==> src/pkg/spi_host_pkg.sv <==
package spi_host_pkg;

    // ------------------------------------------------------------
    // device instruction codes
    // ------------------------------------------------------------
    localparam logic [7:0] OP_SET_WRITE_LATCH = 8'h06;
    localparam logic [7:0] OP_CLR_WRITE_LATCH = 8'h04;
    localparam logic [7:0] OP_READ_STATUS     = 8'h05;
    localparam logic [7:0] OP_WRITE_STATUS    = 8'h01;
    localparam logic [7:0] OP_READ            = 8'h03;
    localparam logic [7:0] OP_SECURE_READ     = 8'h13;
    localparam logic [7:0] OP_WRITE           = 8'h02;
    localparam logic [7:0] OP_SECURE_WRITE    = 8'h12;
    localparam logic [7:0] OP_STORE           = 8'h08;
    localparam logic [7:0] OP_RECALL          = 8'h09;
    localparam logic [7:0] OP_WRITE_SERIAL    = 8'hc2;
    localparam logic [7:0] OP_READ_SERIAL     = 8'hc3;
    localparam logic [7:0] OP_HIBERNATE       = 8'hb9;

    // ------------------------------------------------------------
    // device status byte layout
    // ------------------------------------------------------------
    localparam int SR_HW_PROTECT_ENABLE = 7;
    localparam int SR_UNUSED            = 6;
    localparam int SR_ROLLOVER_SELECT   = 5;
    localparam int SR_CRC_WRITE_FAIL    = 4;
    localparam int SR_PROTECT_LEVEL_HI  = 3;
    localparam int SR_PROTECT_LEVEL_LO  = 2;
    localparam int SR_WRITE_LATCH       = 1;
    localparam int SR_NV_BUSY           = 0;

    // ------------------------------------------------------------
    // host register map (byte offsets) and fields
    // ------------------------------------------------------------
    localparam logic [3:0] REG_CMD  = 4'h0;
    localparam logic [3:0] REG_STAT = 4'h4;
    localparam logic [3:0] REG_CFG  = 4'h8;

    localparam int STAT_BUSY = 0;
    localparam int STAT_WEL  = 1;
    localparam int STAT_HIB  = 2;
    localparam int STAT_ERR  = 3;
    localparam int STAT_RX   = 8;
    localparam int CFG_HOLD  = 0;
    localparam int CFG_WP_N  = 1;

    localparam logic [1:0] CFG_RESET   = 2'h2;
    localparam logic [1:0] RESP_OKAY   = 2'h0;
    localparam logic [1:0] RESP_SLVERR = 2'h2;

    // ------------------------------------------------------------
    // timing
    // ------------------------------------------------------------
    localparam int CLK_NS      = 10;
    localparam int SCK_HALF_NS = 40;
    localparam int CS_HIGH_NS  = 40;
    localparam int SCK_HALF_CYC = (SCK_HALF_NS + CLK_NS - 1) / CLK_NS;
    localparam int CS_HIGH_CYC  = (CS_HIGH_NS + CLK_NS - 1) / CLK_NS;
    localparam int BITS_OP   = 8;
    localparam int BITS_DATA = 16;

    // ------------------------------------------------------------
    // types
    // ------------------------------------------------------------
    typedef struct packed {
        logic       rd;
        logic       wd;
        logic [7:0] data;
        logic [7:0] op;
    } cmd_s;

    typedef enum logic [1:0] {
        ST_IDLE  = 2'h0,
        ST_WAKE  = 2'h1,
        ST_SHIFT = 2'h3,
        ST_GAP   = 2'h2
    } state_e;

endpackage

==> src/hw/spi_nvsram_host.sv <==
// Decided for this implementation: the placing of the registers and the AXI4-Lite slave port.
`timescale 1ns/1ps
module spi_nvsram_host #(
    parameter int RESTORE_NS  = 100000,
    parameter int RESTORE_CYC = (RESTORE_NS + spi_host_pkg::CLK_NS - 1)
                                / spi_host_pkg::CLK_NS,
    parameter int CNT_W       = 20
) (
    // clock and reset
    input  wire logic        aclk,
    input  wire logic        aresetn,
    // axi4-lite write channels
    input  wire logic [3:0]  s_axi_awaddr,
    input  wire logic        s_axi_awvalid,
    output logic             s_axi_awready,
    input  wire logic [31:0] s_axi_wdata,
    input  wire logic [3:0]  s_axi_wstrb,
    input  wire logic        s_axi_wvalid,
    output logic             s_axi_wready,
    output logic [1:0]       s_axi_bresp,
    output logic             s_axi_bvalid,
    input  wire logic        s_axi_bready,
    // axi4-lite read channels
    input  wire logic [3:0]  s_axi_araddr,
    input  wire logic        s_axi_arvalid,
    output logic             s_axi_arready,
    output logic [31:0]      s_axi_rdata,
    output logic [1:0]       s_axi_rresp,
    output logic             s_axi_rvalid,
    input  wire logic        s_axi_rready,
    // serial memory pins
    output logic             spi_sck,
    output logic             spi_cs_n,
    output logic             spi_mosi,
    input  wire logic        spi_miso,
    output logic             spi_hold_n,
    output logic             spi_wp_n
);

    // ------------------------------------------------------------
    // state
    // ------------------------------------------------------------
    spi_host_pkg::state_e state_r;
    spi_host_pkg::cmd_s   cmd_w;
    logic [CNT_W-1:0]     tmr_r;
    logic [7:0]           div_r;
    logic [4:0]           bits_r;
    logic [15:0]          tx_r;
    logic [7:0]           rx_r;
    logic [7:0]           op_r;
    logic [1:0]           cfg_r;
    logic                 wel_r;
    logic                 hib_r;
    logic                 err_r;
    logic                 miso_s1_r;
    logic                 miso_s2_r;

    logic wr_take;
    logic rd_take;
    logic cmd_wr;
    logic stat_wr;
    logic write_type;
    logic launch;
    logic refuse;
    logic tick;
    logic run;
    logic hold_enter;
    logic hold_leave;
    logic sck_rise;
    logic sck_fall;
    logic last_fall;
    logic gap_done;

    // ------------------------------------------------------------
    // bus decode
    // ------------------------------------------------------------
    // handshake edges: ready flops are high exactly one cycle
    assign wr_take = s_axi_awready & s_axi_awvalid & s_axi_wvalid;
    assign rd_take = s_axi_arready & s_axi_arvalid;
    assign cmd_w   = s_axi_wdata[$bits(spi_host_pkg::cmd_s)-1:0];
    assign cmd_wr  = wr_take & (s_axi_awaddr == spi_host_pkg::REG_CMD)
                     & (&s_axi_wstrb[2:0]);
    assign stat_wr = wr_take & (s_axi_awaddr == spi_host_pkg::REG_STAT)
                     & s_axi_wstrb[0];

    // write-type opcodes are guarded by the latch shadow
    always_comb begin
        case (cmd_w.op)
            spi_host_pkg::OP_WRITE_STATUS,
            spi_host_pkg::OP_WRITE,
            spi_host_pkg::OP_SECURE_WRITE,
            spi_host_pkg::OP_WRITE_SERIAL: write_type = 1'b1;
            default:                       write_type = 1'b0;
        endcase
    end

    // commands while busy are dropped; an unset latch refuses writes
    assign refuse = cmd_wr & (state_r == spi_host_pkg::ST_IDLE)
                    & write_type & ~wel_r;
    assign launch = cmd_wr & (state_r == spi_host_pkg::ST_IDLE) & ~refuse;

    // ------------------------------------------------------------
    // serial clock timing
    // ------------------------------------------------------------
    assign tick       = (state_r == spi_host_pkg::ST_SHIFT)
                        & (div_r == 8'(spi_host_pkg::SCK_HALF_CYC - 1));
    // hold only ever starts or ends while the clock rests low
    assign hold_enter = tick & ~spi_sck & spi_hold_n & cfg_r[spi_host_pkg::CFG_HOLD];
    assign hold_leave = tick & ~spi_sck & ~spi_hold_n
                        & ~cfg_r[spi_host_pkg::CFG_HOLD];
    assign run        = tick & spi_hold_n & ~hold_enter;
    assign sck_rise   = run & ~spi_sck;
    assign sck_fall   = run & spi_sck;
    assign last_fall  = sck_fall & (bits_r == 5'h1);
    assign gap_done   = (state_r == spi_host_pkg::ST_GAP) & (tmr_r == '0);

    // half-period divider, restarts with every transfer
    always_ff @(posedge aclk) begin
        if (!aresetn || state_r != spi_host_pkg::ST_SHIFT || tick) begin
            div_r <= 8'h0;
        end else begin
            div_r <= div_r + 8'h1;
        end
    end

    // miso comes from another chip: two flops before use
    always_ff @(posedge aclk) begin
        if (!aresetn) begin
            miso_s1_r <= 1'b0;
            miso_s2_r <= 1'b0;
        end else begin
            miso_s1_r <= spi_miso;
            miso_s2_r <= miso_s1_r;
        end
    end

    // ------------------------------------------------------------
    // transfer sequencer
    // ------------------------------------------------------------
    // reset lands in the gap so chip enable is seen high first
    always_ff @(posedge aclk) begin
        if (!aresetn) begin
            state_r <= spi_host_pkg::ST_GAP;
            tmr_r   <= CNT_W'(spi_host_pkg::CS_HIGH_CYC);
        end else begin
            case (state_r)
                spi_host_pkg::ST_IDLE: begin
                    if (launch && hib_r) begin
                        state_r <= spi_host_pkg::ST_WAKE;
                        tmr_r   <= CNT_W'(RESTORE_CYC);
                    end else if (launch) begin
                        state_r <= spi_host_pkg::ST_SHIFT;
                    end
                end
                spi_host_pkg::ST_WAKE: begin
                    // no clocks until the restore time has passed
                    if (tmr_r == '0) begin
                        state_r <= spi_host_pkg::ST_SHIFT;
                    end else begin
                        tmr_r <= tmr_r - CNT_W'(1);
                    end
                end
                spi_host_pkg::ST_SHIFT: begin
                    if (last_fall) begin
                        state_r <= spi_host_pkg::ST_GAP;
                        tmr_r   <= CNT_W'(spi_host_pkg::CS_HIGH_CYC);
                    end
                end
                spi_host_pkg::ST_GAP: begin
                    if (gap_done) begin
                        state_r <= spi_host_pkg::ST_IDLE;
                    end else begin
                        tmr_r <= tmr_r - CNT_W'(1);
                    end
                end
                default: begin
                    state_r <= spi_host_pkg::ST_GAP;
                    tmr_r   <= CNT_W'(spi_host_pkg::CS_HIGH_CYC);
                end
            endcase
        end
    end

    // chip enable falls at launch, rises only after the last bit;
    // it stays low through a hold so the operation survives
    always_ff @(posedge aclk) begin
        if (!aresetn) begin
            spi_cs_n <= 1'b1;
        end else if (launch) begin
            spi_cs_n <= 1'b0;
        end else if (last_fall) begin
            spi_cs_n <= 1'b1;
        end
    end

    // mode 0: clock idles low, rising samples, falling shifts
    always_ff @(posedge aclk) begin
        if (!aresetn) begin
            spi_sck <= 1'b0;
        end else if (sck_rise) begin
            spi_sck <= 1'b1;
        end else if (sck_fall) begin
            spi_sck <= 1'b0;
        end
    end

    // hold is requested by software, applied between bits only
    always_ff @(posedge aclk) begin
        if (!aresetn) begin
            spi_hold_n <= 1'b1;
        end else if (hold_enter) begin
            spi_hold_n <= 1'b0;
        end else if (hold_leave) begin
            spi_hold_n <= 1'b1;
        end
    end

    // bit counter: opcode alone, or opcode and one data byte
    always_ff @(posedge aclk) begin
        if (!aresetn) begin
            bits_r <= 5'h0;
        end else if (launch && (cmd_w.wd || cmd_w.rd)) begin
            bits_r <= 5'(spi_host_pkg::BITS_DATA);
        end else if (launch) begin
            bits_r <= 5'(spi_host_pkg::BITS_OP);
        end else if (sck_fall) begin
            bits_r <= bits_r - 5'h1;
        end
    end

    // outgoing shifter, msb first; next bit set up on falling edge
    always_ff @(posedge aclk) begin
        if (!aresetn) begin
            tx_r     <= 16'h0;
            spi_mosi <= 1'b0;
            op_r     <= 8'h0;
        end else if (launch) begin
            tx_r     <= {cmd_w.op, cmd_w.data};
            spi_mosi <= cmd_w.op[7];
            op_r     <= cmd_w.op;
        end else if (sck_fall) begin
            tx_r     <= {tx_r[14:0], 1'b0};
            spi_mosi <= tx_r[14];
        end
    end

    // incoming shifter; the late edge of the high phase keeps the
    // sync delay inside the half period
    always_ff @(posedge aclk) begin
        if (!aresetn) begin
            rx_r <= 8'h0;
        end else if (sck_fall) begin
            rx_r <= {rx_r[6:0], miso_s2_r};
        end
    end

    // ------------------------------------------------------------
    // latch shadow, hibernate and error flags
    // ------------------------------------------------------------
    // the shadow follows what the device latch does on completion
    always_ff @(posedge aclk) begin
        if (!aresetn) begin
            wel_r <= 1'b0;
        end else if (last_fall) begin
            case (op_r)
                spi_host_pkg::OP_SET_WRITE_LATCH: wel_r <= 1'b1;
                spi_host_pkg::OP_CLR_WRITE_LATCH: wel_r <= 1'b0;
                spi_host_pkg::OP_WRITE_STATUS,
                spi_host_pkg::OP_WRITE,
                spi_host_pkg::OP_SECURE_WRITE,
                spi_host_pkg::OP_WRITE_SERIAL:    wel_r <= 1'b0;
                default:                          wel_r <= wel_r;
            endcase
        end
    end

    // hibernate starts at the deselect after its opcode and ends
    // when the restore wait after the next selection runs out
    always_ff @(posedge aclk) begin
        if (!aresetn) begin
            hib_r <= 1'b0;
        end else if (last_fall && op_r == spi_host_pkg::OP_HIBERNATE) begin
            hib_r <= 1'b1;
        end else if (state_r == spi_host_pkg::ST_WAKE && tmr_r == '0) begin
            hib_r <= 1'b0;
        end
    end

    // refused write command; a new refusal beats a clear
    always_ff @(posedge aclk) begin
        if (!aresetn) begin
            err_r <= 1'b0;
        end else if (refuse) begin
            err_r <= 1'b1;
        end else if (stat_wr && s_axi_wdata[spi_host_pkg::STAT_ERR]) begin
            err_r <= 1'b0;
        end
    end

    // configuration: hold request and write protect level
    always_ff @(posedge aclk) begin
        if (!aresetn) begin
            cfg_r <= spi_host_pkg::CFG_RESET;
        end else if (wr_take && s_axi_awaddr == spi_host_pkg::REG_CFG
                     && s_axi_wstrb[0]) begin
            cfg_r <= s_axi_wdata[1:0];
        end
    end

    always_ff @(posedge aclk) begin
        if (!aresetn) begin
            spi_wp_n <= 1'b1;
        end else begin
            spi_wp_n <= cfg_r[spi_host_pkg::CFG_WP_N];
        end
    end

    // ------------------------------------------------------------
    // axi4-lite write path
    // ------------------------------------------------------------
    // both channels are taken together, one write in flight
    always_ff @(posedge aclk) begin
        if (!aresetn) begin
            s_axi_awready <= 1'b0;
            s_axi_wready  <= 1'b0;
        end else begin
            s_axi_awready <= s_axi_awvalid & s_axi_wvalid & ~s_axi_awready
                             & ~s_axi_bvalid;
            s_axi_wready  <= s_axi_awvalid & s_axi_wvalid & ~s_axi_awready
                             & ~s_axi_bvalid;
        end
    end

    always_ff @(posedge aclk) begin
        if (!aresetn) begin
            s_axi_bvalid <= 1'b0;
            s_axi_bresp  <= spi_host_pkg::RESP_OKAY;
        end else if (wr_take) begin
            s_axi_bvalid <= 1'b1;
            if (s_axi_awaddr == spi_host_pkg::REG_CMD
                || s_axi_awaddr == spi_host_pkg::REG_STAT
                || s_axi_awaddr == spi_host_pkg::REG_CFG) begin
                s_axi_bresp <= spi_host_pkg::RESP_OKAY;
            end else begin
                s_axi_bresp <= spi_host_pkg::RESP_SLVERR;
            end
        end else if (s_axi_bready) begin
            s_axi_bvalid <= 1'b0;
        end
    end

    // ------------------------------------------------------------
    // axi4-lite read path
    // ------------------------------------------------------------
    always_ff @(posedge aclk) begin
        if (!aresetn) begin
            s_axi_arready <= 1'b0;
        end else begin
            s_axi_arready <= s_axi_arvalid & ~s_axi_arready & ~s_axi_rvalid;
        end
    end

    // status shows busy, latch shadow, hibernate, error, last byte
    always_ff @(posedge aclk) begin
        if (!aresetn) begin
            s_axi_rvalid <= 1'b0;
            s_axi_rdata  <= 32'h0;
            s_axi_rresp  <= spi_host_pkg::RESP_OKAY;
        end else if (rd_take) begin
            s_axi_rvalid <= 1'b1;
            s_axi_rresp  <= spi_host_pkg::RESP_OKAY;
            case (s_axi_araddr)
                spi_host_pkg::REG_STAT: begin
                    s_axi_rdata <= 32'h0;
                    s_axi_rdata[spi_host_pkg::STAT_BUSY] <=
                        (state_r != spi_host_pkg::ST_IDLE);
                    s_axi_rdata[spi_host_pkg::STAT_WEL] <= wel_r;
                    s_axi_rdata[spi_host_pkg::STAT_HIB] <= hib_r;
                    s_axi_rdata[spi_host_pkg::STAT_ERR] <= err_r;
                    s_axi_rdata[spi_host_pkg::STAT_RX +: 8] <= rx_r;
                end
                spi_host_pkg::REG_CFG: begin
                    s_axi_rdata <= {30'h0, cfg_r};
                end
                spi_host_pkg::REG_CMD: begin
                    s_axi_rdata <= {24'h0, op_r};
                end
                default: begin
                    s_axi_rdata <= 32'h0;
                    s_axi_rresp <= spi_host_pkg::RESP_SLVERR;
                end
            endcase
        end else if (s_axi_rready) begin
            s_axi_rvalid <= 1'b0;
        end
    end

endmodule // spi_nvsram_host

==> config.mk <==
export PLATFORM = sky130hd
export DESIGN_NAME = spi_nvsram_host
export DESIGN_NICKNAME = d
export VERILOG_FILES = /design/src/pkg/spi_host_pkg.sv /design/src/hw/spi_nvsram_host.sv
export SDC_FILE = /design/constraint.sdc
export NUM_CORES = 1
export LEC_CHECK = 0
export BUFFER_PORTS_ARGS = -buffer_cell sky130_fd_sc_hd__clkbuf_2
export CORE_UTILIZATION = 25
export DETAILED_ROUTE_END_ITERATION = 12
export GPL_TIMING_DRIVEN = 1
export PLACE_DENSITY = 0.49
export SLEW_MARGIN = 30
export SYNTH_ARGS = -nofsm -noshare
export SYNTH_HDL_FRONTEND = slang
export SYNTH_SLANG_ARGS = --single-unit
==> constraint.sdc <==
create_clock -name aclk -period 5.1 [get_ports aclk]
set_clock_uncertainty 0.05 [all_clocks]
set_input_delay 0.765 -clock aclk [delete_from_list [all_inputs] [get_ports aclk]]
set_output_delay 0.765 -clock aclk [all_outputs]
set_load 0.005 [all_outputs]
Yosys cells after proc, flatten, opt, wreduce, memory -nomap -nowiden
Index checks and enable logic that the tools add are counted.

Bits of input ports: 52. Output and inout port bits: 46. Bits in registers: 118. Word-level logic and storage cells: 171.

Equal/unequal tests: 28. Multiplexer cells: 37. Reductions and logical operators: 37. Bitwise logic cells: 39. $add $sub $neg: 3.

Operators by type and width (number): $mux W20 (4); $pmux W20 S4 (1); $pmux W16 S3 (1); $mux W15 (2); $and A1 B1 Y1 (28); $eq A8 B2 Y1 const B (3); $eq A8 B8 Y1 const B (3); $logic_not A20 Y1 (1); $reduce_bool A2 Y1 (10); $sub A20 B1 Y20 const B (1); $mux W1 (17); $eq A8 B1 Y1 const B (2); $eq A8 B3 Y1 const B (2); $eq A8 B5 Y1 const B (2); $mux W5 (3); $mux W2 (7); $not A1 Y1 (11); $ne A2 B2 Y1 const B (5); $add A8 B1 Y8 const B (1); $eq A4 B3 Y1 const B (2); $eq A4 B4 Y1 const B (2); $logic_not A4 Y1 (2); $pmux W2 S4 (1); $reduce_and A4 Y1 (2); other kinds (18) (31).

Longest topological paths before layout
Gate-level depths: netlist (run 1).

Depth after elaboration: 12. Mapped depth: 9. Mapped depth without buffers: 7.

Worst setup path after synthesis (run 1)
No wires, ideal clock.

Path type: input -> register. Start point: input s_axi_wdata[2]. End point: register tmr_r[12]. Arrival time: 2.643 ns. Stages: 8. Required time: 4.988 ns. Path slack: 2.345 ns. Buffers on the path: 3. Library setup time: 0.062 ns. Path through: or4_1 -> or4_4 -> buf_6 -> a41oi_2 -> or2_1 -> buf_6 -> buf_6 -> a32o_1.

Longest elaborated chain between the ends: 10. Elaborated cells between the ends (all ways): 13. Those cells by class: eq/ne: 5; mux: 1; bitwise: 4; reduce/logical: 3.

Ends and longest elaborated chain: start, declared (RTL line spi_nvsram_host.sv:16) `input wire logic [31:0] s_axi_wdata,`; $eq A8 B1 Y1 (tied with other cells) (RTL line spi_nvsram_host.sv:88) `case (cmd_w.op)`; $reduce_or A4 Y1 (*) (RTL line spi_nvsram_host.sv:88); $mux W1 (*) (RTL line spi_nvsram_host.sv:88); $and A1 B1 Y1 (*) (2 in a row) (RTL line spi_nvsram_host.sv:99) `& write_type & ~wel_r;`; $not A1 Y1 (*) (RTL line spi_nvsram_host.sv:100) `assign launch = cmd_wr & (state_r == spi_host_pkg::ST_IDLE) & ~refuse;`; $and A1 B1 Y1 (*) (RTL line spi_nvsram_host.sv:100); $logic_and A1 B1 Y1 (*) (RTL line spi_nvsram_host.sv:148) `if (launch && hib_r) begin`; $ne A2 B1 Y1 (no line) (*); $reduce_and A4 Y1 (no line) (*); end signal, assigned (RTL line spi_nvsram_host.sv:144) `tmr_r <= CNT_W'(spi_host_pkg::CS_HIGH_CYC);`; end signal, assigned (RTL line spi_nvsram_host.sv:150) `tmr_r <= CNT_W'(RESTORE_CYC);`; end signal, assigned (RTL line spi_nvsram_host.sv:160) `tmr_r <= tmr_r - CNT_W'(1);`; end, declared (RTL line spi_nvsram_host.sv:45) `logic [CNT_W-1:0] tmr_r;`.

Every way passes the cells marked *; elsewhere a longest branch is shown, timed or not. A chain may end at the register's enable or synchronous reset.

Worst setup path in the final report (run 1)
Start point: input s_axi_wdata[3]. End point: register tmr_r[8].

The elaborated chain is that of the path after synthesis.

==> results of run 1 <==
worst max-delay path by stage:
stage,startpoint,endpoint,cells after the start
after floorplan,s_axi_wdata[2],tmr_r[12]$_SDFFE_PN0P_,8
after global placement,s_axi_awaddr[1],state_r[0]$_SDFFE_PN0P_,6
after detailed placement,s_axi_wdata[3],tmr_r[8]$_SDFFE_PN0P_,7
after CTS,tmr_r[11]$_SDFFE_PN0P_,tmr_r[8]$_SDFFE_PN0P_,5
after global routing,tmr_r[11]$_SDFFE_PN0P_,tmr_r[8]$_SDFFE_PN0P_,5
final,s_axi_wdata[3],tmr_r[8]$_SDFFE_PN0P_,7
layer usage:
metal,vias to the layer above,routed length [um],part of all wire
li1,2107,-,-
met1,2033,6110,0.49
met2,101,5660,0.45
met3,10,516,0.041
met4,0,173,0.014
met5,-,0,0
cell families (layout without fill, tap and decap cells):
logic type               count (synthesis)  count (layout)  synth area share
other                                    1              18          0.000765
buffers and inverters                   64              94            0.0722
adder cells (fa/ha/maj)                 10              10            0.0255
XOR/XNOR                                11              11            0.0196
AND/OR/NAND/NOR                        221             221             0.227
AO/OA/AOI/OAI                          146             146             0.214
multiplexers                            16              16            0.0327
flip-flops                             100             100             0.408
registers in the layout, indices dropped and copies added (netlist names), 2 cells and up:
register and cells:
div_r 8, state_r 2, op_r 8, tx_r 15, tmr_r 20, cfg_r 2, s_axi_rdata 16, rx_r 8
bits_r 5
layout make-up:
cell class / instances / area, um2
Clock buffer: 12 / 246
Clock inverter: 4 / 56.3
Fill cell: 2016 / 13300
Inverter: 11 / 41.3
Multi-Input combinational cell: 422 / 2640
Sequential cell: 100 / 2000
Tap cell: 260 / 325
Timing Repair Buffer: 67 / 343
metrics by stage:
stage	std cells	area (um2)
floorplan	586	4970
global placement	860	5330
CTS	876	5640
global route	876	5650
detailed placement	860	5340
finish	876	5650
cell usage after synthesis, drive strengths merged, types with 6 or more instances:
cell / n / area [um2]
nor4: 9 / 56.3
nand3: 17 / 90.1
o31ai: 10 / 75.1
dfxtp: 100 / 2000
a32o: 7 / 70.1
ha: 10 / 125
a21o: 9 / 67.6
xor2: 7 / 61.3
nor4b: 6 / 58.8
o21ai: 16 / 83.8
inv: 11 / 41.3
clkbuf: 24 / 90.1
nor3: 12 / 65.1
nor2: 57 / 214
mux2i: 16 / 160
nand2: 70 / 263
o311ai: 6 / 52.6
a211oi: 12 / 90.1
a21oi: 41 / 205
or3: 7 / 43.8
a22oi: 15 / 113
or4: 7 / 60.1
buf: 29 / 223
where the power goes:
group          leakage [nW]  switching [W]  internal [W]  total [W]
combinational          1.15       0.000423      0.000257   0.000680
clock                 0.147       0.000308      0.000398   0.000706
sequential            0.809      0.0000802      0.000848   0.000928
total                  2.10       0.000811       0.00150    0.00231
worst max-delay path, stage by stage:
cell and delay, ps:
clkbuf_2 130, or4_1 530, or4_4 590, a41oi_2 190, buf_4 220, or2_1 590
o22ai_1 200
==> results by group, run 1 <==
Detailed routing
  – DRC errors left: 0
  – Routed Wire Length: between 10000 and 15000 um
  – Via-to-Cell Ratio: around 4.9
  – Drt initial violations: about 230
  – Drt wl/cell: ~14 um
  – Antenna-violating nets left: 0
  – Via Count: about 4300
  – 1st-pass router iterations: 4

Setup path
  – Reg2reg path depth: 5
  – Setup crit end kind: register
  – Critical path launch point type: input port
  – CP Max Fanout: 16
  – Worst reg2reg path endpoint: tmr_r[8]$_SDFFE_PN0P_
  – R2R Path Start: tmr_r[11]$_SDFFE_PN0P_
  – Crit path kind: input port to register
  – Data required, critical path: roughly 5300 ps
  – Reg2reg setup slack: between 2000 and 2500 ps
  – Critical path arrival: about 3200 ps

Die
  – Die Footprint: between 20000 and 25000 um2
  – Die X: ~140 um
  – Die Height: 142 um
  – Cell Rows: 50
  – Core box area: between 15000 and 20000 um2
  – # IOs: slightly below 100
  – Initial Utilization: 0.259

Clocking
  – Hold_buf cts: 0
  – Setup Buffers After CTS: 0
  – Clock buffer depth: 2
  – CTS tree: built
  – Clock sinks: 100
  – Worst-path clk slew: ~70 ps
  – H-tree depth: 3
  – Root Buffer: clkbuf_16
  – CTS Buf Count: 9
  – Post-CTS Resized: 0
  – Worst-skew pair later-pin latency: 350 ps

Timing
  – Fin crit period: 3060 ps
  – Post-route clock period utilization: 0.601
  – Fin. Hold Viols: 0
  – Setup TNS: 0 ps
  – Max Transition Viols Final: 0
  – Final setup fails: 0
  – Hold Slack: ~400 ps
  – Setup WS post-layout: 2040 ps
  – Relative slew margins: 0.409
  – Worst slew pin tran: between 800 and 900 ps
  – Achievable Freq: between 300 and 400 MHz
  – Unrepaired setup endpoints after global routing: false

Final layout
  – Layout Nets: between 600 and 700
  – Area growth from synthesis to final layout: 15.3%
  – Commonest non-fill, non-tap cell in the layout: dfxtp_1
  – Layout cell share with drive strength beyond 1: 0.169
  – ANT cells: 0
  – Final core occ: 0.298
  – Most frequent cells in the layout: dfxtp_1, nand2_1, clkbuf_2, nor2_1, a21oi_1

Placed design
  – Buffers on Ports: 64
  – Post-DP HPWL: 8690 um
  – Routability cong.: 0.791
  – DP Worst Slack: between 1500 and 2000 ps

Global route
  – Met1 usage: 0.161
  – Pin count of the biggest net entering global routing: 71
  – Vias in the first global route: ~4000
  – Tot GR Track Use: 0.125
  – First-pass GRT wire length: 20000 um
  – M3 GR Usage: 0.0303
  – Most Used Layer, Global Route: met2
  – Met2 Use GR: 0.205
  – Initial antenna violation count: 0
  – Remaining Overflow, GRT: 0

Logic synthesis
  – Synth Cell Area: roughly 5000 um2
  – Ys async rst share: 0
  – Post-Syn Instances: between 500 and 600
  – Synthesis warning total: 0
  – FF+latch count, synth: 100
  – EDFF count, synth: 0
  – Synth Area per Inst: ~8.6 um2
  – Sequential share of the synthesized area: 0.408
  – Synth cell types: roughly 70
  – Ys flop type: dfxtp_1

Power
  – Total power: around 0.0023 W
  – Static Leak: 2.10 nW
  – Max VDD drop: ~0.20 mV
  – PwrDens: roughly 410 nW/um2

Job
  – MaxCap Viol Count: 0

Worst hold path
  – Hold Path Origin: miso_s1_r$_SDFF_PN0_
  – Hold path depth: 1
  – Hold Path Sink: miso_s2_r$_SDFF_PN0_
  – Min-Delay Path Class: register to register

Status
  – Status: completed
No activity file was read; power rests on OpenSTA's default activity.
==> run 2, diff against run 1 <==
Settings changed: PLACE_DENSITY 0.49 to 0.5.
Clock period 5.1 ns to 2.6 ns, I/O delays scaled along.
==> results by group, run 2 (same netlist as run 1, synthesis figures left out) <==
Status
  – Status: completed (unchanged)

Setup path
  – Worst reg2reg path endpoint: tmr_r[2]$_SDFFE_PN1P_ (was tmr_r[8]$_SDFFE_PN0P_)
  – Critical Path Sink: tmr_r[2]$_SDFFE_PN1P_ (was tmr_r[8]$_SDFFE_PN0P_)
  – Data required, critical path: 2800 ps (was 5260 ps)
  – R2R Path Start: bits_r[1]$_SDFFE_PP0P_ (was tmr_r[11]$_SDFFE_PN0P_)
  – Critical path origin: bits_r[1]$_SDFFE_PP0P_ (was s_axi_wdata[3])
  – Reg2reg path depth: 8 (was 5)
  – Crit path kind: register to register (was input port to register)
  – CP Max Fanout: 8 (was 16)
  – Setup crit end kind: register (unchanged)
  – Critical path launch point type: register (was input port)
  – Critical path arrival: 2690 ps (was 3220 ps)
  – Reg2reg setup slack: 110 ps (was 2040 ps)

Timing
  – Hold Slack: 210 ps (was 397 ps)
  – Achievable Freq: about 400 MHz
  – Worst slew pin tran: 609 ps (was 880 ps)
  – Unrepaired setup endpoints after global routing: false (unchanged)
  – Relative slew margins: 0.588 (was 0.409)
  – Max Transition Viols Final: 0 (unchanged)
  – Final setup fails: 0 (unchanged)
  – Fin. Hold Viols: 0 (unchanged)
  – Fin crit period: about 2500 ps
  – Setup TNS: 0 ps (unchanged)
  – Post-route clock period utilization: 0.957

Die
  – Core box area: 19000 um2 (unchanged)
  – Initial Utilization: 0.259 (unchanged)
  – # IOs: 98 (unchanged)
  – Die Footprint: 20200 um2 (unchanged)
  – Die Height: 142 um (unchanged)
  – Die X: 142 um (unchanged)
  – Cell Rows: 50 (unchanged)

Global route
  – First-pass GRT wire length: 20900 um (was 20000 um)
  – Initial antenna violation count: 0 (unchanged)
  – Tot GR Track Use: 0.130 (was 0.125)
  – Vias in the first global route: 4171 (was 3982)
  – Pin count of the biggest net entering global routing: 32 (was 71)
  – Remaining Overflow, GRT: 0 (unchanged)

Placed design
  – Post-DP HPWL: 9360 um (was 8690 um)
  – Placed Cells: 884 (was 860)
  – Routability cong.: 0.840 (was 0.791)
  – Buffers on Ports: 64 (unchanged)
  – Placed inst area: 5520 um2 (was 5340 um2)

Detailed routing
  – Antenna-violating nets left: 0 (unchanged)
  – Via Count: 4409 (was 4251)
  – Via-to-Cell Ratio: 4.89 (was 4.85)
  – Drt initial violations: 267 (was 229)
  – DRC errors left: 0 (unchanged)
  – Routed Wire Length: 13000 um (was 12500 um)
  – Drt wl/cell: 14.4 um (was 14.2 um)
  – 1st-pass router iterations: 4 (unchanged)

Final layout
  – Design Area, Final: 5900 um2 (was 5650 um2)
  – ANT cells: 0 (unchanged)
  – Area growth from synthesis to final layout: 20.3% (was 15.3%)
  – Layout Nets: 698 (was 673)
  – Number of flip-flops in the largest register: 20 (unchanged)
  – Post-Layout Cell Count: 901 (was 876)
  – Most flops, register: tmr_r (unchanged)
  – Most frequent cells in the layout: dfxtp_1, nand2_1, clkbuf_2, nor2_1, a21oi_1 (unchanged)
  – Layout cell share with drive strength beyond 1: 0.203 (was 0.169)
  – Commonest non-fill, non-tap cell in the layout: dfxtp_1 (unchanged)
  – Top Registers: tmr_r x20, s_axi_rdata x16, tx_r x15 (unchanged)

Power
  – PwrDens: 839 nW/um2 (was 409 nW/um2)
  – Max VDD drop: 0.329 mV (was 0.201 mV)
  – Static Leak: 2.27 nW (was 2.10 nW)

Clocking
  – CTS tree: built (unchanged)
  – CTS Buf Count: 9 (unchanged)
  – Clock sinks: 100 (unchanged)
  – Worst-skew pair later-pin latency: 360 ps (was 350 ps)
  – Worst-path clk slew: 70 ps (about the same)
  – Clock buffer depth: 2 (unchanged)
  – H-tree depth: 3 (unchanged)
  – Root Buffer: clkbuf_16 (unchanged)

Job
  – MaxCap Viol Count: 0 (unchanged)

Worst hold path
  – Hold path depth: 3 (was 1)
  – Min-Delay Path Class: input port to register (was register to register)
[run 2: metrics by stage]
stage | worst slack, ps | util | total power [W]
floorplan | 190 | - | 0.00290
global placement | 88.4 | 0.291 | 0.00328
detailed placement | 56.0 | 0.291 | 0.00331
CTS | 29.1 | 0.310 | 0.00495
global route | 3.52 | 0.311 | 0.00523
finish | 111 | 0.311 | 0.00494
[run 2: cell type report]
type	instances	area (um2)
inverters	11	41.3
multi-input cells	422	2630
flip-flops and latches	100	2000
clock buffers	9	225
clock inverters	7	131
fillers	1997	13100
well taps	260	325
repair buffers	92	543
[run 2: how the worst min path moves through the flow]
| stage | slack (ps) | start | end |
|---|---|---|---|
| after floorplan | 360 | miso_s1_r$_SDFF_PN0_ | miso_s2_r$_SDFF_PN0_ |
| after global placement | 370 | miso_s1_r$_SDFF_PN0_ | miso_s2_r$_SDFF_PN0_ |
| after detailed placement | 380 | miso_s2_r$_SDFF_PN0_ | rx_r[0]$_SDFFE_PN0P_ |
| after CTS | 200 | s_axi_awvalid | s_axi_wready$_SDFF_PN0_ |
| after global routing | 200 | spi_miso | miso_s1_r$_SDFF_PN0_ |
| final | 210 | s_axi_awvalid | s_axi_wready$_SDFF_PN0_ |
[run 2: critical path, stage by stage, from the launching register on]
cell and delay, ps:
dfxtp_1 330, inv_1 80, ha_1 160, or4b_4 480
o41ai_4 430, o21ai_2 150, or2_1 240, buf_4 170
a211o_1 290
[run 2: metal layers]
metal | track usage | up-vias | wire, um
met5 | 0 | - | 0
met1 | 0.166 | 2132 | 6330
met2 | 0.212 | 114 | 5990
li1 | - | 2156 | -
met4 | 0.0453 | 0 | 92
met3 | 0.0343 | 7 | 560
[run 2: power breakdown]
| group | switching [W] | leakage (nW) | internal (W) |
|---|---|---|---|
| logic | 0.000880 | 1.28 | 0.000628 |
| clock network | 0.000660 | 0.172 | 0.000962 |
| registers | 0.000152 | 0.810 | 0.00166 |
[run 2: repair_timing]
item,in CTS,in global routing
hold endpoints to repair,0,0
hold buffers,0,0
setup buffers,0,1
endpoints found under the setup margin,0,16
resized for setup,0,4
==> run 3, diff against run 2 <==
Settings changed: BUFFER_PORTS_ARGS -buffer_cell sky130_fd_sc_hd__clkbuf_2 to -buffer_cell sky130_fd_sc_hd__buf_2, GPL_ROUTABILITY_DRIVEN set to 1.
==> results by group, run 3 (same netlist as run 1, synthesis figures left out) <==
Die
  – Die Height: 142 um (unchanged)
  – Die X: 142 um (unchanged)
  – Core box area: 19000 um2 (unchanged)
  – Die Footprint: 20200 um2 (unchanged)
  – Initial Utilization: 0.259 (unchanged)
  – Cell Rows: 50 (unchanged)
  – # IOs: 98 (unchanged)

Detailed routing
  – Via-to-Cell Ratio: 4.83 (was 4.89)
  – Drt initial violations: 287 (was 267)
  – 1st-pass router iterations: 5 (was 4)
  – Via Count: 4361 (was 4409)
  – DRC errors left: 0 (unchanged)
  – Routed Wire Length: 12800 um (was 13000 um)
  – Antenna-violating nets left: 0 (unchanged)
  – Drt wl/cell: 14.2 um (was 14.4 um)

Global route
  – M3 GR Usage: 0.0400 (was 0.0343)
  – First-pass GRT wire length: 20600 um (was 20900 um)
  – Met2 Use GR: 0.203 (was 0.212)
  – Vias in the first global route: 4124 (was 4171)
  – Most Used Layer, Global Route: met2 (unchanged)
  – Tot GR Track Use: 0.130 (about the same)
  – Remaining Overflow, GRT: 0 (unchanged)
  – Initial antenna violation count: 0 (unchanged)
  – Met1 usage: 0.164 (was 0.166)
  – Pin count of the biggest net entering global routing: 32 (unchanged)

Final layout
  – Number of flip-flops in the largest register: 20 (unchanged)
  – ANT cells: 0 (unchanged)
  – Top Registers: tmr_r x20, s_axi_rdata x16, tx_r x15 (unchanged)
  – FILL cells: 2022 (was 1997)
  – Commonest non-fill, non-tap cell in the layout: dfxtp_1 (unchanged)
  – Reg area: 2000 um2 (unchanged)
  – Layout Nets: 699 (was 698)
  – Area growth from synthesis to final layout: 19.4% (was 20.3%)
  – Post-Layout Cell Count: 902 (was 901)
  – Multi-input logic area: 2620 um2 (was 2630 um2)
  – Design Area, Final: 5860 um2 (was 5900 um2)
  – Most frequent cells in the layout: dfxtp_1, nand2_1, buf_2, nor2_1, a21oi_1 (was dfxtp_1, nand2_1, clkbuf_2, nor2_1, a21oi_1)
  – Layout cell share with drive strength beyond 1: 0.202 (was 0.203)
  – Final core occ: 0.309 (was 0.311)
  – Most flops, register: tmr_r (unchanged)

Power
  – Total power: 0.00471 W (was 0.00494 W)
  – Max VDD drop: 0.324 mV (was 0.329 mV)
  – PwrDens: 804 nW/um2 (was 839 nW/um2)
  – Static Leak: 2.26 nW (was 2.27 nW)

Clocking
  – CTS Buf Count: 9 (unchanged)
  – Worst-skew pair later-pin latency: 360 ps (about the same)
  – CTS tree: built (unchanged)
  – H-tree depth: 3 (unchanged)
  – Hold_buf cts: 0 (unchanged)
  – Clock buffer depth: 2 (unchanged)
  – Worst-path clk slew: 70 ps (about the same)
  – Root Buffer: clkbuf_16 (unchanged)
  – Clock sinks: 100 (unchanged)

Timing
  – Fin. Hold Viols: 0 (unchanged)
  – Post-route clock period utilization: 0.925 (was 0.957)
  – Final setup fails: 0 (unchanged)
  – Max Transition Viols Final: 0 (unchanged)
  – Setup TNS: 0 ps (unchanged)
  – Unrepaired setup endpoints after global routing: false (unchanged)
  – Relative slew margins: 0.562 (was 0.588)
  – Fin crit period: 2410 ps (was 2490 ps)
  – Worst slew pin tran: 648 ps (was 609 ps)
  – Achievable Freq: 416 MHz (was 402 MHz)

Setup path
  – Worst path depth: 6 (was 8)
  – Reg2reg setup slack: 190 ps (was 110 ps)
  – CP max-delay cell: or4_4 (was or4b_4)
  – CP Max Fanout: 8 (unchanged)
  – Crit-path cells: or4_4 > o41ai_4 > o21ai_2 > or2_1 > buf_4 > o41ai_2 (was inv_1 > ha_1 > or4b_4 > o41ai_4 > o21ai_2 > or2_1 > buf_4 > a211o_1)
  – Max incr delay on CP: 580 ps (was 480 ps)
  – Critical path arrival: 2620 ps (was 2690 ps)
  – Crit path kind: register to register (unchanged)
  – Cell family with most CP delay: compound AO/OA/AOI/OAI gates (unchanged)
  – Critical path launch point type: register (unchanged)
  – Reg2reg path depth: 6 (was 8)
  – Data required, critical path: 2820 ps (was 2800 ps)
  – Buf/Inv on CP: 1 (was 2)
  – Setup crit end kind: register (unchanged)

Worst hold path
  – Hold path depth: 2 (was 3)
  – Min-Delay Path Class: input port to register (unchanged)

Placed design
  – Placed Cells: 885 (was 884)
  – Routability cong.: 0.809 (was 0.840)
  – Placed inst area: 5530 um2 (was 5520 um2)
  – Post-DP HPWL: 9280 um (was 9360 um)
  – Buffers on Ports: 64 (unchanged)

Status
  – Status: completed (unchanged)

Job
  – MaxCap Viol Count: 0 (unchanged)
[run 3: cell count changes in the layout (fill, tap and decap cells not counted), moves of 2 or more]
cell       delta
bufinv_16     -2
inv_6         +3
clkbuf_2     -64
inv_8         -2
buf_2        +64
[run 3: final timing paths]
kind,start,end
min,spi_miso,miso_s1_r$_SDFF_PN0_
min reg2reg,miso_s1_r$_SDFF_PN0_,miso_s2_r$_SDFF_PN0_
max reg2reg,div_r[4]$_SDFF_PP0_,tmr_r[7]$_SDFFE_PN0P_
max,div_r[4]$_SDFF_PP0_,tmr_r[7]$_SDFFE_PN0P_
[run 3: timing repair]
action / in CTS / in global routing
endpoints found under the setup margin: 3 / 13
buffers inserted: 1 / 0
resized for setup: 2 / 0
pin swaps: 1 / 1
[run 3: layer usage]
metal,vias to the layer above,routed length (um)
met3,8,790
met4,0,178
met2,133,5900
met5,-,0
met1,2055,5910
li1,2165,-
[run 3: worst register-to-register path, stage by stage, from the launching register on]
cell,delay (ps)
dfxtp_1,330
or4_4,580
o41ai_4,440
o21ai_2,170
or2_1,260
buf_4,180
o41ai_2,310
[run 3: layout make-up]
cell class / instances / area share
multi-input combinational: 422 / 0.447
sequential: 100 / 0.342
timing repair buffer: 93 / 0.0940
tap: 260 / 0.0556
clock buffer: 10 / 0.0408
clock inverter: 6 / 0.0130
inverter: 11 / 0.00705
[run 3: per-stage QoR]
stage / worst slack [ps] / hold WS [ps]
2_1_floorplan: 190 / 362
3_3_place_gp: 66.6 / 368
3_5_place_dp: 10.3 / 381
4_1_cts: 63.0 / 184
5_1_grt: 5.74 / 185
6_report: 195 / 199
[run 3: where the power goes]
part,leakage [nW],switching [W],internal (W),total [W]
Sequential,0.810,0.000147,0.00166,0.00181
Combinational,1.29,0.000859,0.000607,0.00147
Clock,0.156,0.000640,0.000792,0.00143
